[src/hw/dhmc_pkg.sv]
// Constants and types shared by the deep halt mode controller.
// ============================================================
// How it works
// - Writing one to the entry bit of system control one enters deep halt.
// - Deep halt stops both oscillators and every internal operation.
// - Memory, CPU registers and status word keep their values while halted.
// - Port output latches follow the output hold enable bit during halt.
// - Entering deep halt clears the prescaler and divider to zero.
// - The held program counter points two addresses past the entry instruction.
// - Deep halt entry is bit 7 of system control one.
// - Reset pin, power-on and voltage detector resets also end deep halt.
// - After a reset, run the warm-up count, then single clock run mode.
// - Release pin, key-on wakeup and voltage detector wake deep halt.
// - Release mode select picks level or edge release for the pin.
// - Release mode select one: a high pin level ends deep halt.
// - Release mode select sits at bit 6 of system control one.
// - In level mode an entry request with the pin high is ignored.
// - Warm-up counts on the oscillator that drove the system at entry.
// - Interrupt latches may be set from entry until warm-up ends.
// - The release pin doubles as port1_bit1 and external_irq_five.
// - Base timer idle ends on the falling edge of the selected tap.
// - Release mode select zero: a rising pin edge ends deep halt.
// - A rising edge within one machine cycle after entry is ignored.
// - The pin falling during warm-up does not restart deep halt.
// - A wake release resumes the mode active before deep halt.
package dhmc_pkg;

    // ============================================================
    // System control one layout.
    localparam int unsigned SCR1_STOP_BIT   = 7;
    localparam int unsigned SCR1_RELEASE_MODE_SELECT_BIT   = 6;
    localparam int unsigned SCR1_PORT_OUTPUT_HOLD_ENABLE_BIT  = 4;
    localparam logic [7:0]  SCR1_RESET      = 8'h00;

    // ============================================================
    // Timing, 200 MHz system clock.
    localparam int unsigned CLK_PERIOD_NS   = 5;
    localparam int unsigned MACHINE_CYC_NS  = 125;
    localparam int unsigned MC_CLKS         =
        (MACHINE_CYC_NS + CLK_PERIOD_NS - 1) / CLK_PERIOD_NS;
    // Warm-up unit on the high-frequency source, in ns.
    localparam int unsigned HF_UNIT_NS      = 8000;
    localparam int unsigned HF_TICK_CLKS    = HF_UNIT_NS / CLK_PERIOD_NS;
    // Warm-up unit on the low-frequency source, in ns.
    localparam int unsigned LF_UNIT_NS      = 1953000;
    localparam int unsigned LF_TICK_CLKS    = LF_UNIT_NS / CLK_PERIOD_NS;

    // Base timer taps on the divider, one per clock select code.
    localparam int unsigned TBT_TAP0        = 10;
    localparam int unsigned TBT_TAP1        = 12;
    localparam int unsigned TBT_TAP2        = 14;
    localparam int unsigned TBT_TAP3        = 15;

    // ============================================================
    // Run modes reported by the clock controller.
    typedef enum logic [1:0]
    {
        MODE_SINGLE_CLOCK_RUN_MODE = 2'b00,
        MODE_NORMAL2 = 2'b01,
        MODE_SLOW1   = 2'b10,
        MODE_SLOW2   = 2'b11
    } dhmc_mode_t;

    typedef enum logic [2:0]
    {
        ST_RUN   = 3'b000,
        ST_HALT  = 3'b001,
        ST_WARM  = 3'b010,
        ST_RESET = 3'b011,
        ST_IDLE  = 3'b100
    } dhmc_state_t;

endpackage

[src/hw/dhmc_ctrl.sv]
// Deep halt mode controller: entry, release, warm-up and base timer idle.
`timescale 1ns/1ps
module dhmc_ctrl
#(
    parameter int unsigned LF_TICK_CLKS = dhmc_pkg::LF_TICK_CLKS
)
(
    input  wire logic        clock,
    input  wire logic        sys_rst,
    input  wire logic        scr1_wr_en,
    input  wire logic [7:0]  scr1_wr_data,
    input  wire logic [1:0]  current_mode,
    input  wire logic [15:0] instr_pc,
    input  wire logic [7:0]  warmup_count_value,
    input  wire logic        halt_release_pin,
    input  wire logic        key_on_wakeup,
    input  wire logic        voltage_detect_wake,
    input  wire logic        reset_pin_n,
    input  wire logic        power_on_reset,
    input  wire logic        voltage_detect_reset,
    input  wire logic        base_timer_idle_req,
    input  wire logic [1:0]  base_timer_clock_select,
    output logic [7:0]       system_control_one,
    output logic [1:0]       run_mode,
    output logic             hf_osc_enable,
    output logic             lf_osc_enable,
    output logic             core_run_enable,
    output logic             port_output_hold,
    output logic             divider_clear,
    output logic [15:0]      resume_pc,
    output logic             irq_latch_window,
    output logic             warmup_on_low_clock,
    output logic             port1_bit1,
    output logic             external_irq_five
);

    // ============================================================
    // State record.
    typedef struct packed
    {
        dhmc_pkg::dhmc_state_t state;
        logic [7:0]            scr1;
        logic [1:0]            mode;
        logic [1:0]            entry_mode;
        logic [15:0]           pc;
        logic                  pin_s1;
        logic                  pin_s2;
        logic                  pin_d;
        logic                  kwu_s1;
        logic                  kwu_s2;
        logic                  vdw_s1;
        logic                  vdw_s2;
        logic                  rp_s1;
        logic                  rp_s2;
        logic                  por_s1;
        logic                  por_s2;
        logic                  vdr_s1;
        logic                  vdr_s2;
        logic [7:0]            guard;
        logic [10:0]           presc;
        logic [15:0]           div;
        logic [18:0]           lfc;
        logic                  hf_tick;
        logic                  lf_tick;
        logic                  tap_d;
        logic                  wu_start;
        logic                  wu_low;
        logic                  hf_en;
        logic                  lf_en;
        logic                  core_en;
        logic                  hold;
        logic                  div_clr;
        logic                  irqwin;
    } dhmc_ctrl_t;

    localparam logic [7:0]  MC_CNT  = 8'(dhmc_pkg::MC_CLKS);
    localparam logic [10:0] HF_LAST = 11'(dhmc_pkg::HF_TICK_CLKS - 1);
    localparam logic [18:0] LF_LAST = 19'(LF_TICK_CLKS - 1);

    dhmc_ctrl_t r_ff;
    dhmc_ctrl_t nxt_r;
    logic       wu_done;

    // ============================================================
    // Helpers.

    // Oscillators that restart for a given mode: {high, low}.
    function automatic logic [1:0] osc_for_mode(input logic [1:0] m);
        case (m)
            dhmc_pkg::MODE_SINGLE_CLOCK_RUN_MODE: osc_for_mode = 2'b10;
            dhmc_pkg::MODE_SLOW1:   osc_for_mode = 2'b01;
            default:                osc_for_mode = 2'b11;
        endcase
    endfunction

    // True when the system clock comes from the low-frequency source.
    function automatic logic mode_is_low(input logic [1:0] m);
        mode_is_low = (m == dhmc_pkg::MODE_SLOW1) ||
                      (m == dhmc_pkg::MODE_SLOW2);
    endfunction

    function automatic logic tbt_tap(input logic [15:0] d,
                                     input logic [1:0]  sel);
        case (sel)
            2'b00:   tbt_tap = d[dhmc_pkg::TBT_TAP0];
            2'b01:   tbt_tap = d[dhmc_pkg::TBT_TAP1];
            2'b10:   tbt_tap = d[dhmc_pkg::TBT_TAP2];
            default: tbt_tap = d[dhmc_pkg::TBT_TAP3];
        endcase
    endfunction

    // ============================================================
    // Next state.
    always_comb
    begin
        logic       rst_src;
        logic       release_mode_select;
        logic       pin_rise;
        logic       wake;
        logic       tap;
        logic [1:0] osc;
        rst_src  = 1'b0;
        release_mode_select     = 1'b0;
        pin_rise = 1'b0;
        wake     = 1'b0;
        tap      = 1'b0;
        osc      = 2'b00;

        nxt_r = r_ff;
        nxt_r.div_clr  = 1'b0;
        nxt_r.wu_start = 1'b0;
        nxt_r.hf_tick  = 1'b0;
        nxt_r.lf_tick  = 1'b0;

        // Every asynchronous source is caught twice before use.
        // The sampling clock keeps running while the oscillators
        // of the core are off, so no release is missed.
        nxt_r.pin_s1 = halt_release_pin;
        nxt_r.pin_s2 = r_ff.pin_s1;
        nxt_r.pin_d  = r_ff.pin_s2;
        nxt_r.kwu_s1 = key_on_wakeup;
        nxt_r.kwu_s2 = r_ff.kwu_s1;
        nxt_r.vdw_s1 = voltage_detect_wake;
        nxt_r.vdw_s2 = r_ff.vdw_s1;
        nxt_r.rp_s1  = reset_pin_n;
        nxt_r.rp_s2  = r_ff.rp_s1;
        nxt_r.por_s1 = power_on_reset;
        nxt_r.por_s2 = r_ff.por_s1;
        nxt_r.vdr_s1 = voltage_detect_reset;
        nxt_r.vdr_s2 = r_ff.vdr_s1;

        rst_src  = !r_ff.rp_s2 || r_ff.por_s2 || r_ff.vdr_s2;
        release_mode_select     = r_ff.scr1[dhmc_pkg::SCR1_RELEASE_MODE_SELECT_BIT];
        pin_rise = r_ff.pin_s2 && !r_ff.pin_d;
        tap      = tbt_tap(r_ff.div, base_timer_clock_select);
        nxt_r.tap_d = tap;

        // Level release looks at the pin high, edge release at a rise
        // outside the first machine cycle after entry.
        if (release_mode_select)
        begin
            wake = r_ff.pin_s2;
        end
        else
        begin
            wake = pin_rise && (r_ff.guard == 8'h00);
        end
        wake = wake || r_ff.kwu_s2 ||
               (r_ff.vdw_s2 && (r_ff.guard == 8'h00));

        // Timebase runs whenever an oscillator does.
        if (r_ff.state != dhmc_pkg::ST_HALT)
        begin
            if (r_ff.presc == HF_LAST)
            begin
                nxt_r.presc   = '0;
                nxt_r.hf_tick = 1'b1;
                nxt_r.div     = r_ff.div + 16'h0001;
            end
            else
            begin
                nxt_r.presc = r_ff.presc + 11'h001;
            end
            if (r_ff.lfc == LF_LAST)
            begin
                nxt_r.lfc     = '0;
                nxt_r.lf_tick = 1'b1;
            end
            else
            begin
                nxt_r.lfc = r_ff.lfc + 19'h0_0001;
            end
        end

        case (r_ff.state)
            dhmc_pkg::ST_RUN:
            begin
                nxt_r.core_en = 1'b1;
                if (scr1_wr_en)
                begin
                    nxt_r.scr1 = scr1_wr_data;
                    if (scr1_wr_data[dhmc_pkg::SCR1_STOP_BIT])
                    begin
                        if (scr1_wr_data[dhmc_pkg::SCR1_RELEASE_MODE_SELECT_BIT] &&
                            r_ff.pin_s2)
                        begin
                            // Entry refused, core keeps running.
                            nxt_r.scr1[dhmc_pkg::SCR1_STOP_BIT] = 1'b0;
                        end
                        else
                        begin
                            nxt_r.state      = dhmc_pkg::ST_HALT;
                            nxt_r.entry_mode = current_mode;
                            nxt_r.pc         = instr_pc + 16'h0002;
                            nxt_r.hf_en      = 1'b0;
                            nxt_r.lf_en      = 1'b0;
                            nxt_r.core_en    = 1'b0;
                            nxt_r.hold       =
                                scr1_wr_data[dhmc_pkg::SCR1_PORT_OUTPUT_HOLD_ENABLE_BIT];
                            nxt_r.div_clr    = 1'b1;
                            nxt_r.presc      = '0;
                            nxt_r.div        = '0;
                            nxt_r.lfc        = '0;
                            nxt_r.guard      = MC_CNT;
                            nxt_r.irqwin     = 1'b1;
                            nxt_r.wu_low     = mode_is_low(current_mode);
                        end
                    end
                end
                else if (base_timer_idle_req)
                begin
                    nxt_r.state   = dhmc_pkg::ST_IDLE;
                    nxt_r.core_en = 1'b0;
                end
            end

            dhmc_pkg::ST_IDLE:
            begin
                // Only the base timer tap is watched here.
                if (r_ff.tap_d && !tap)
                begin
                    nxt_r.state   = dhmc_pkg::ST_RUN;
                    nxt_r.core_en = 1'b1;
                end
            end

            dhmc_pkg::ST_HALT:
            begin
                if (r_ff.guard != 8'h00)
                begin
                    nxt_r.guard = r_ff.guard - 8'h01;
                end
                if (wake)
                begin
                    osc            = osc_for_mode(r_ff.entry_mode);
                    nxt_r.state    = dhmc_pkg::ST_WARM;
                    nxt_r.hf_en    = osc[1];
                    nxt_r.lf_en    = osc[0];
                    nxt_r.wu_start = 1'b1;
                end
            end

            dhmc_pkg::ST_WARM:
            begin
                // The pin is no longer looked at, so a low level now
                // cannot send the core back to sleep.
                if (wu_done)
                begin
                    nxt_r.state   = dhmc_pkg::ST_RUN;
                    nxt_r.core_en = 1'b1;
                    nxt_r.mode    = r_ff.entry_mode;
                    nxt_r.scr1[dhmc_pkg::SCR1_STOP_BIT] = 1'b0;
                    nxt_r.hold    = 1'b0;
                    nxt_r.irqwin  = 1'b0;
                    nxt_r.div_clr = 1'b1;
                    nxt_r.presc   = '0;
                    nxt_r.div     = '0;
                end
            end

            dhmc_pkg::ST_RESET:
            begin
                nxt_r.scr1    = dhmc_pkg::SCR1_RESET;
                nxt_r.hold    = 1'b0;
                nxt_r.irqwin  = 1'b0;
                nxt_r.core_en = 1'b0;
                if (!rst_src)
                begin
                    // Reset release always warms up towards single clock.
                    nxt_r.state      = dhmc_pkg::ST_WARM;
                    nxt_r.entry_mode = dhmc_pkg::MODE_SINGLE_CLOCK_RUN_MODE;
                    nxt_r.wu_low     = 1'b0;
                    nxt_r.hf_en      = 1'b1;
                    nxt_r.lf_en      = 1'b0;
                    nxt_r.wu_start   = 1'b1;
                end
            end

            default:
            begin
                nxt_r.state = dhmc_pkg::ST_RUN;
            end
        endcase

        // Any reset source overrides every state, deep halt included.
        if (rst_src)
        begin
            nxt_r.state    = dhmc_pkg::ST_RESET;
            nxt_r.core_en  = 1'b0;
            nxt_r.hf_en    = 1'b1;
            nxt_r.lf_en    = 1'b0;
            nxt_r.hold     = 1'b0;
            nxt_r.irqwin   = 1'b0;
            nxt_r.wu_start = 1'b0;
            nxt_r.mode     = dhmc_pkg::MODE_SINGLE_CLOCK_RUN_MODE;
        end
    end

    // ============================================================
    // Registers.
    always_ff @(posedge clock or posedge sys_rst)
    begin
        if (sys_rst)
        begin
            r_ff         <= '0;
            r_ff.state   <= dhmc_pkg::ST_RUN;
            r_ff.scr1    <= dhmc_pkg::SCR1_RESET;
            r_ff.mode    <= dhmc_pkg::MODE_SINGLE_CLOCK_RUN_MODE;
            r_ff.rp_s1   <= 1'b1;
            r_ff.rp_s2   <= 1'b1;
            r_ff.hf_en   <= 1'b1;
            r_ff.core_en <= 1'b1;
        end
        else
        begin
            r_ff <= nxt_r;
        end
    end

    // ============================================================
    // Warm-up counter on the source that ran the system at entry.
    dhmc_warmup u_warmup
    (
        .clock       (clock),
        .sys_rst     (sys_rst),
        .start       (r_ff.wu_start),
        .count_value (warmup_count_value),
        .tick        (r_ff.wu_low ? r_ff.lf_tick : r_ff.hf_tick),
        .done        (wu_done)
    );

    // ============================================================
    // Outputs.
    assign system_control_one  = r_ff.scr1;
    assign run_mode            = r_ff.mode;
    assign hf_osc_enable       = r_ff.hf_en;
    assign lf_osc_enable       = r_ff.lf_en;
    assign core_run_enable     = r_ff.core_en;
    assign port_output_hold    = r_ff.hold;
    assign divider_clear       = r_ff.div_clr;
    assign resume_pc           = r_ff.pc;
    assign irq_latch_window    = r_ff.irqwin;
    assign warmup_on_low_clock = r_ff.wu_low;
    // The same synchronised pin serves the port and the interrupt.
    assign port1_bit1          = r_ff.pin_s2;
    assign external_irq_five   = r_ff.pin_s2;

endmodule

[src/hw/dhmc_warmup.sv]
// Warm-up down counter paced by an external tick enable.
`timescale 1ns/1ps
module dhmc_warmup
(
    input  wire logic       clock,
    input  wire logic       sys_rst,
    input  wire logic       start,
    input  wire logic [7:0] count_value,
    input  wire logic       tick,
    output logic            done
);

    // ============================================================
    // State.
    typedef struct packed
    {
        logic       busy;
        logic [7:0] cnt;
        logic       done;
    } dhmc_wu_t;

    dhmc_wu_t r_ff;
    dhmc_wu_t nxt_r;

    always_comb
    begin
        nxt_r = r_ff;
        nxt_r.done = 1'b0;
        if (start)
        begin
            nxt_r.busy = 1'b1;
            nxt_r.cnt  = count_value;
        end
        else if (r_ff.busy && tick)
        begin
            // A count of zero still waits one full tick.
            if (r_ff.cnt == 8'h00)
            begin
                nxt_r.busy = 1'b0;
                nxt_r.done = 1'b1;
            end
            else
            begin
                nxt_r.cnt = r_ff.cnt - 8'h01;
            end
        end
    end

    always_ff @(posedge clock or posedge sys_rst)
    begin
        if (sys_rst)
        begin
            r_ff <= '0;
        end
        else
        begin
            r_ff <= nxt_r;
        end
    end

    assign done = r_ff.done;

endmodule

[config.mk]
export PLATFORM = sky130hd
export DESIGN_NAME = dhmc_ctrl
export DESIGN_NICKNAME = d
export VERILOG_FILES = /design/src/hw/dhmc_pkg.sv /design/src/hw/dhmc_ctrl.sv /design/src/hw/dhmc_warmup.sv
export SDC_FILE = /design/constraint.sdc
export NUM_CORES = 1
export LEC_CHECK = 0
export ABC_AREA = 0
export BUFFER_PORTS_ARGS = -buffer_cell sky130_fd_sc_hd__buf_2
export CORE_ASPECT_RATIO = 1.25
export CORE_MARGIN = 1.5
export CORE_UTILIZATION = 40
export CTS_CLUSTER_SIZE = 28
export DETAILED_ROUTE_END_ITERATION = 10
export PLACE_DENSITY = 0.7
export SYNTH_ARGS = -nofsm -noshare
export SYNTH_HDL_FRONTEND = slang
export SYNTH_HIERARCHICAL = 1
export SYNTH_SLANG_ARGS = --single-unit
[constraint.sdc]
create_clock -name clock -period 4.97 [get_ports clock]
set_input_delay 0.994 -clock clock [delete_from_list [all_inputs] [get_ports clock]]
set_output_delay 0.994 -clock clock [all_outputs]
set_load 0.03 [all_outputs]
* Word level (Yosys, flattened, before mapping) *
Index checks and enable logic that the tools add are counted.

word-level totals
  register bits after elaboration = 119
  output and inout bits = 35
  logic and storage cells = 180

cells by class
  add/sub/neg operators = 6
  equality and inequality tests = 28
  muxes and demuxes = 66
  bitwise operators = 1
  reductions and logical operators = 42

operators with widths
  cell                     count
  $mux W54                 3
  $mux W18                 3
  $pmux W27 S2             1
  $mux W48                 1
  $mux W19                 2
  $mux W27                 1
  $mux W3                  8
  $mux W8                  3
  $mux W4                  5
  $reduce_and A5 Y1        4
  $add A19 B1 Y19 const B  1
  $eq A19 B19 Y1 const B   1
  $add A16 B1 Y16 const B  1
  $add A16 B2 Y16 const B  1
  $logic_not A8 Y1         2
  $mux W16                 1
  $pmux W8 S2              1
  $sub A8 B1 Y8 const B    2
  $ne A3 B3 Y1 const B     5
  $pmux W3 S5              1
  $mux W1                  14
  $mux W7                  2
  $pmux W7 S2              1
  $ne A2 B2 Y1 const B     6
  other kinds (35)         73

* Logic depth before layout (Yosys ltp) *
  depth in word-level cells = 9
  depth in mapped cells = 8
  depth with buffers taken out = 7

* Hierarchy *
The synthesis kept the hierarchy.

modules (own cells, without submodules)
  module       times used  cells each  area an instance (um^2)  seq. area each (um^2)
  dhmc_ctrl    1           552         5383.9                   2732.6
  dhmc_warmup  1           73          663.1                    250.2

* Worst setup path after synthesis *
OpenSTA, ideal clock, no wires.

  kind = input-to-reg
  start point = in scr1_wr_data[6]
  end point = reg r_ff[30] (netlist name)
  data arrival time = 2.064 ns
  setup slack = 2.785 ns
  cell stages on the path = 6
  path buffers = 2
  path through = and2_1 -> or3_1 -> clkbuf_1 -> nand2_1 -> buf_2 -> nor2_1

RTL lines
  what                    RTL line          RTL
  start: declaration      dhmc_ctrl.sv:11   input wire logic [7:0] scr1_wr_data,
  end signal: assignment  dhmc_ctrl.sv:336  r_ff <= nxt_r;
  end: declaration        dhmc_ctrl.sv:80   dhmc_ctrl_t r_ff;

==> flow_metrics.env <==
export IMPL_pwr_share_seq_pct=42.8
export IMPL_cts_clk_slew_worst_paths_ps=50
export IMPL_grt_pass1_wl_mm=21.2
export IMPL_numPortBuffers=80
export IMPL_worstSetupStartpointType="flip-flop"
export IMPL_p_clk_share_pct=46.4
export IMPL_place_congestion=0.810
export IMPL_ys_seq_area_share_pct=49.3
export IMPL_tightest_slew_ps=980
export IMPL_gr_total_overflow=0
export IMPL_finalSetupViolCount=0
export IMPL_cts_buffer_depth=2
export IMPL_clkLatencyLatePin_ps=420
export IMPL_rsz0062_at_grt="false"
export IMPL_vias=4595
export IMPL_reg2reg_depth=4
export IMPL_dp_worst_setup_slack_ps=1830
export IMPL_drive_gt1_share_pct=20.3
export IMPL_ant_nets=0
export IMPL_numCtsBuffers=17
export IMPL_tritoncts="yes"
export IMPL_power_density_mw_per_mm2=385
export IMPL_comb_power_share_pct=10.9
export IMPL_fin_tns_setup_ps=0
export IMPL_drtIter0Drc=366
export IMPL_whs_ps=345
export IMPL_worstHoldStart="nxt_r[67]$_DFF_PP0_"
export IMPL_syn_area_mm2=0.00605
export IMPL_wl_mm=12.5
export IMPL_synth_main_ff_cell="dfrtp_1"
export IMPL_ys_types=72
export IMPL_core_area_mm2=0.0149
export IMPL_ys_warn_count=6
export IMPL_p_leak_uw=0.00307
export IMPL_grt_max_degree=59
export IMPL_grt_use_total_pct=16.7
export IMPL_dieWidth_um=113
export IMPL_area_delta_synth_final_pct=15.9
export IMPL_rr_startpoint="r_ff[107]$_DFFE_PP0P_"
export IMPL_routed_via_density=5.26
export IMPL_slew_viol_final=0
export IMPL_fmax_mhz=339
export IMPL_p_sw_uw=699
export IMPL_nets=732
export IMPL_grt_pass1_vias=4379
export IMPL_fin_crit_sh_pct=59.3
export IMPL_post_cts_resized=0
export IMPL_ff2ff_setup_slack_ps=2020
export IMPL_hold_class="reg -> reg"
export IMPL_ios=81
export IMPL_setup_ws_ps=2020
export IMPL_wl_per_cell_um=14.3
export IMPL_synth_seq_cells=119
export IMPL_synth_edf_count=0
export IMPL_drc=0
export IMPL_hold_viol=0
export IMPL_cts_setup_buffers=0
export IMPL_syn_avg_cell_area_um2=9.68
export IMPL_relSlewSlack_pct=34.7
export IMPL_drt_pass1_iterations=5
export IMPL_holdPathEnd="r_ff[67]$_DFF_PP0_"
export IMPL_min_period_ps=2950
export IMPL_start_util_pct=40.6
export IMPL_switching_share_pct=25.9
export IMPL_dp_hpwl_mm=8.54
export IMPL_nFillCells=1398
export IMPL_die_h_um=140
export IMPL_fp_row_count=50
export IMPL_finalClockSkew_ps=5.84
export IMPL_synthesis_nets=679
export IMPL_synth_area_leaders="dfrtp_1 48%, nand2_1 5.1%, xor2_1 4.5%, nor2_1 4.1%, buf_4 3.7%"
export IMPL_dieArea_mm2=0.0159
export IMPL_worstPathArrival_ps=3270
export IMPL_status="completed"
export IMPL_p_int_uw=2000
export IMPL_cp_max_fo=33
export IMPL_async_reset_ff_share_pct=100
export IMPL_cts_root_buf="clkbuf_16"
export IMPL_synth_top_area_share_pct=47.6
export IMPL_crit_type="reg -> reg"
export IMPL_vdd_drop_max_uv=180
export IMPL_timing_rr_end="r_ff[42]$_DFF_PP0_"
export IMPL_maxCapViolations=0
export IMPL_cts_num_sinks=119
export IMPL_end_kind="flip-flop"
export IMPL_syn_inst=625
export IMPL_hold_depth=0
export IMPL_worstPathRequired_ps=5290
export IMPL_htreeDepth=4
export IMPL_grt_antenna_before_repair=2
export IMPL_holdBufCountCts=0
export IMPL_yosysTopAreaCell="dfrtp_1"
-- cells in the final DEF, fill, tap and decap left out, drive strengths merged, types with 3 or more instances in the layout --
master / count
a2111o: 3
a21o: 3
a21oi: 17
a22o: 3
a22oi: 8
a31oi: 4
and2: 4
and3: 6
and4: 3
buf: 84
bufinv: 3
clkbuf: 20
clkinv: 6
clkinvlp: 3
dfrtp: 115
dfstp: 4
ha: 8
inv: 21
nand2: 82
nand2b: 3
nand3: 24
nand4: 20
nor2: 66
nor3: 18
nor3b: 4
nor4: 9
nor4b: 3
o211ai: 3
o21ai: 34
or2: 4
or3: 8
or3b: 3
or4: 4
xnor2: 25
xor2: 31
-- metal layers --
metal	share of wire, %	up-vias	GRT usage, %
met1	47	2200	22.2
met5	0.10	-	0
met4	1.4	2	6.71
met3	5.2	16	4.76
li1	-	2272	-
met2	47	105	25.9
-- power groups by stage --
| stage | clock network [uW] | registers [uW] | logic (uW) |
|---|---|---|---|
| 2_1_floorplan | 0 | 1150 | 234 |
| 3_3_place_gp | 0 | 1170 | 288 |
| 3_5_place_dp | 0 | 1170 | 295 |
| 4_1_cts | 1280 | 1150 | 298 |
| 5_1_grt | 1310 | 1170 | 337 |
| 6_report | 1250 | 1160 | 293 |
-- worst max-delay path by stage --
stage                                   end                   from  slack, ps
finish                   r_ff[42]$_DFF_PP0_  r_ff[107]$_DFFE_PP0P_       2020
global route             r_ff[42]$_DFF_PP0_  r_ff[107]$_DFFE_PP0P_       1680
CTS                      r_ff[38]$_DFF_PP0_  r_ff[107]$_DFFE_PP0P_       2020
detailed placement       r_ff[38]$_DFF_PP0_             scr1_wr_en       1830
global placement         r_ff[43]$_DFF_PP0_             scr1_wr_en       1880
floorplan           divider_clear$_DFF_PP0_                sys_rst       1110
-- cell type report --
class | count | area [um2] | area share (%)
Sequential cell | 119 | 2980 | 42.5
Multi-Input combinational cell | 435 | 2680 | 38.2
Clock buffer | 20 | 457 | 6.51
Timing Repair Buffer | 84 | 430 | 6.14
Tap cell | 182 | 228 | 3.25
Clock inverter | 12 | 150 | 2.14
Inverter | 21 | 81.3 | 1.16
Antenna cell | 1 | 2.50 | 0.0357
-- metrics by stage --
stage	cell area, um2	total power, uW	utilization, %	instances
after floorplan	6050	1380	-	625
after global placement	6400	1450	43.0	841
after detailed placement	6400	1460	43.0	841
after CTS	7010	2730	47.1	873
after global routing	7010	2820	47.1	873
final	7010	2700	47.1	874
-- cell families after synthesis --
family                     count (synthesis)  synth area share, %
xor gates and xnor gates                  56                 8.11
muxes                                      4                0.910
adders and majority gates                  8                 1.66
buffers and inverters                     71                 6.37
and+or+nand+nor                          270                 22.8
AOI/OAI and AO/OA                         97                 10.8
DFF                                      119                 49.3
-- state kept, by name, indices dropped and copies added, names as in the netlist, 2 cells and up --
signal              count
r_ff                   69
resume_pc              16
u_warmup/r_ff           9
system_control_one      8
nxt_r                   6
run_mode                2
-- synthesized netlist by cell type (all sizes together) (4+ instances only) --
cell type / instances
and2: 4
nand4: 20
xor2: 31
xnor2: 25
nand3: 24
or3: 8
inv: 20
nor2: 66
a22oi: 8
dfstp: 4
clkbuf: 15
and3: 6
nor4: 9
o21ai: 34
dfrtp: 115
nor3b: 4
buf: 35
nand2: 82
ha: 8
nor3: 18
a21oi: 17
or4: 4
or2: 4
a31oi: 4
-- worst max-delay path: stages, from the launching register on --
cell	delay (ps)
dfrtp_1	820
nand4bb_1	290
or3_1	790
nand2_1	650
a21oi_1	300
Note: power is estimated with default switching activity, not from simulation.
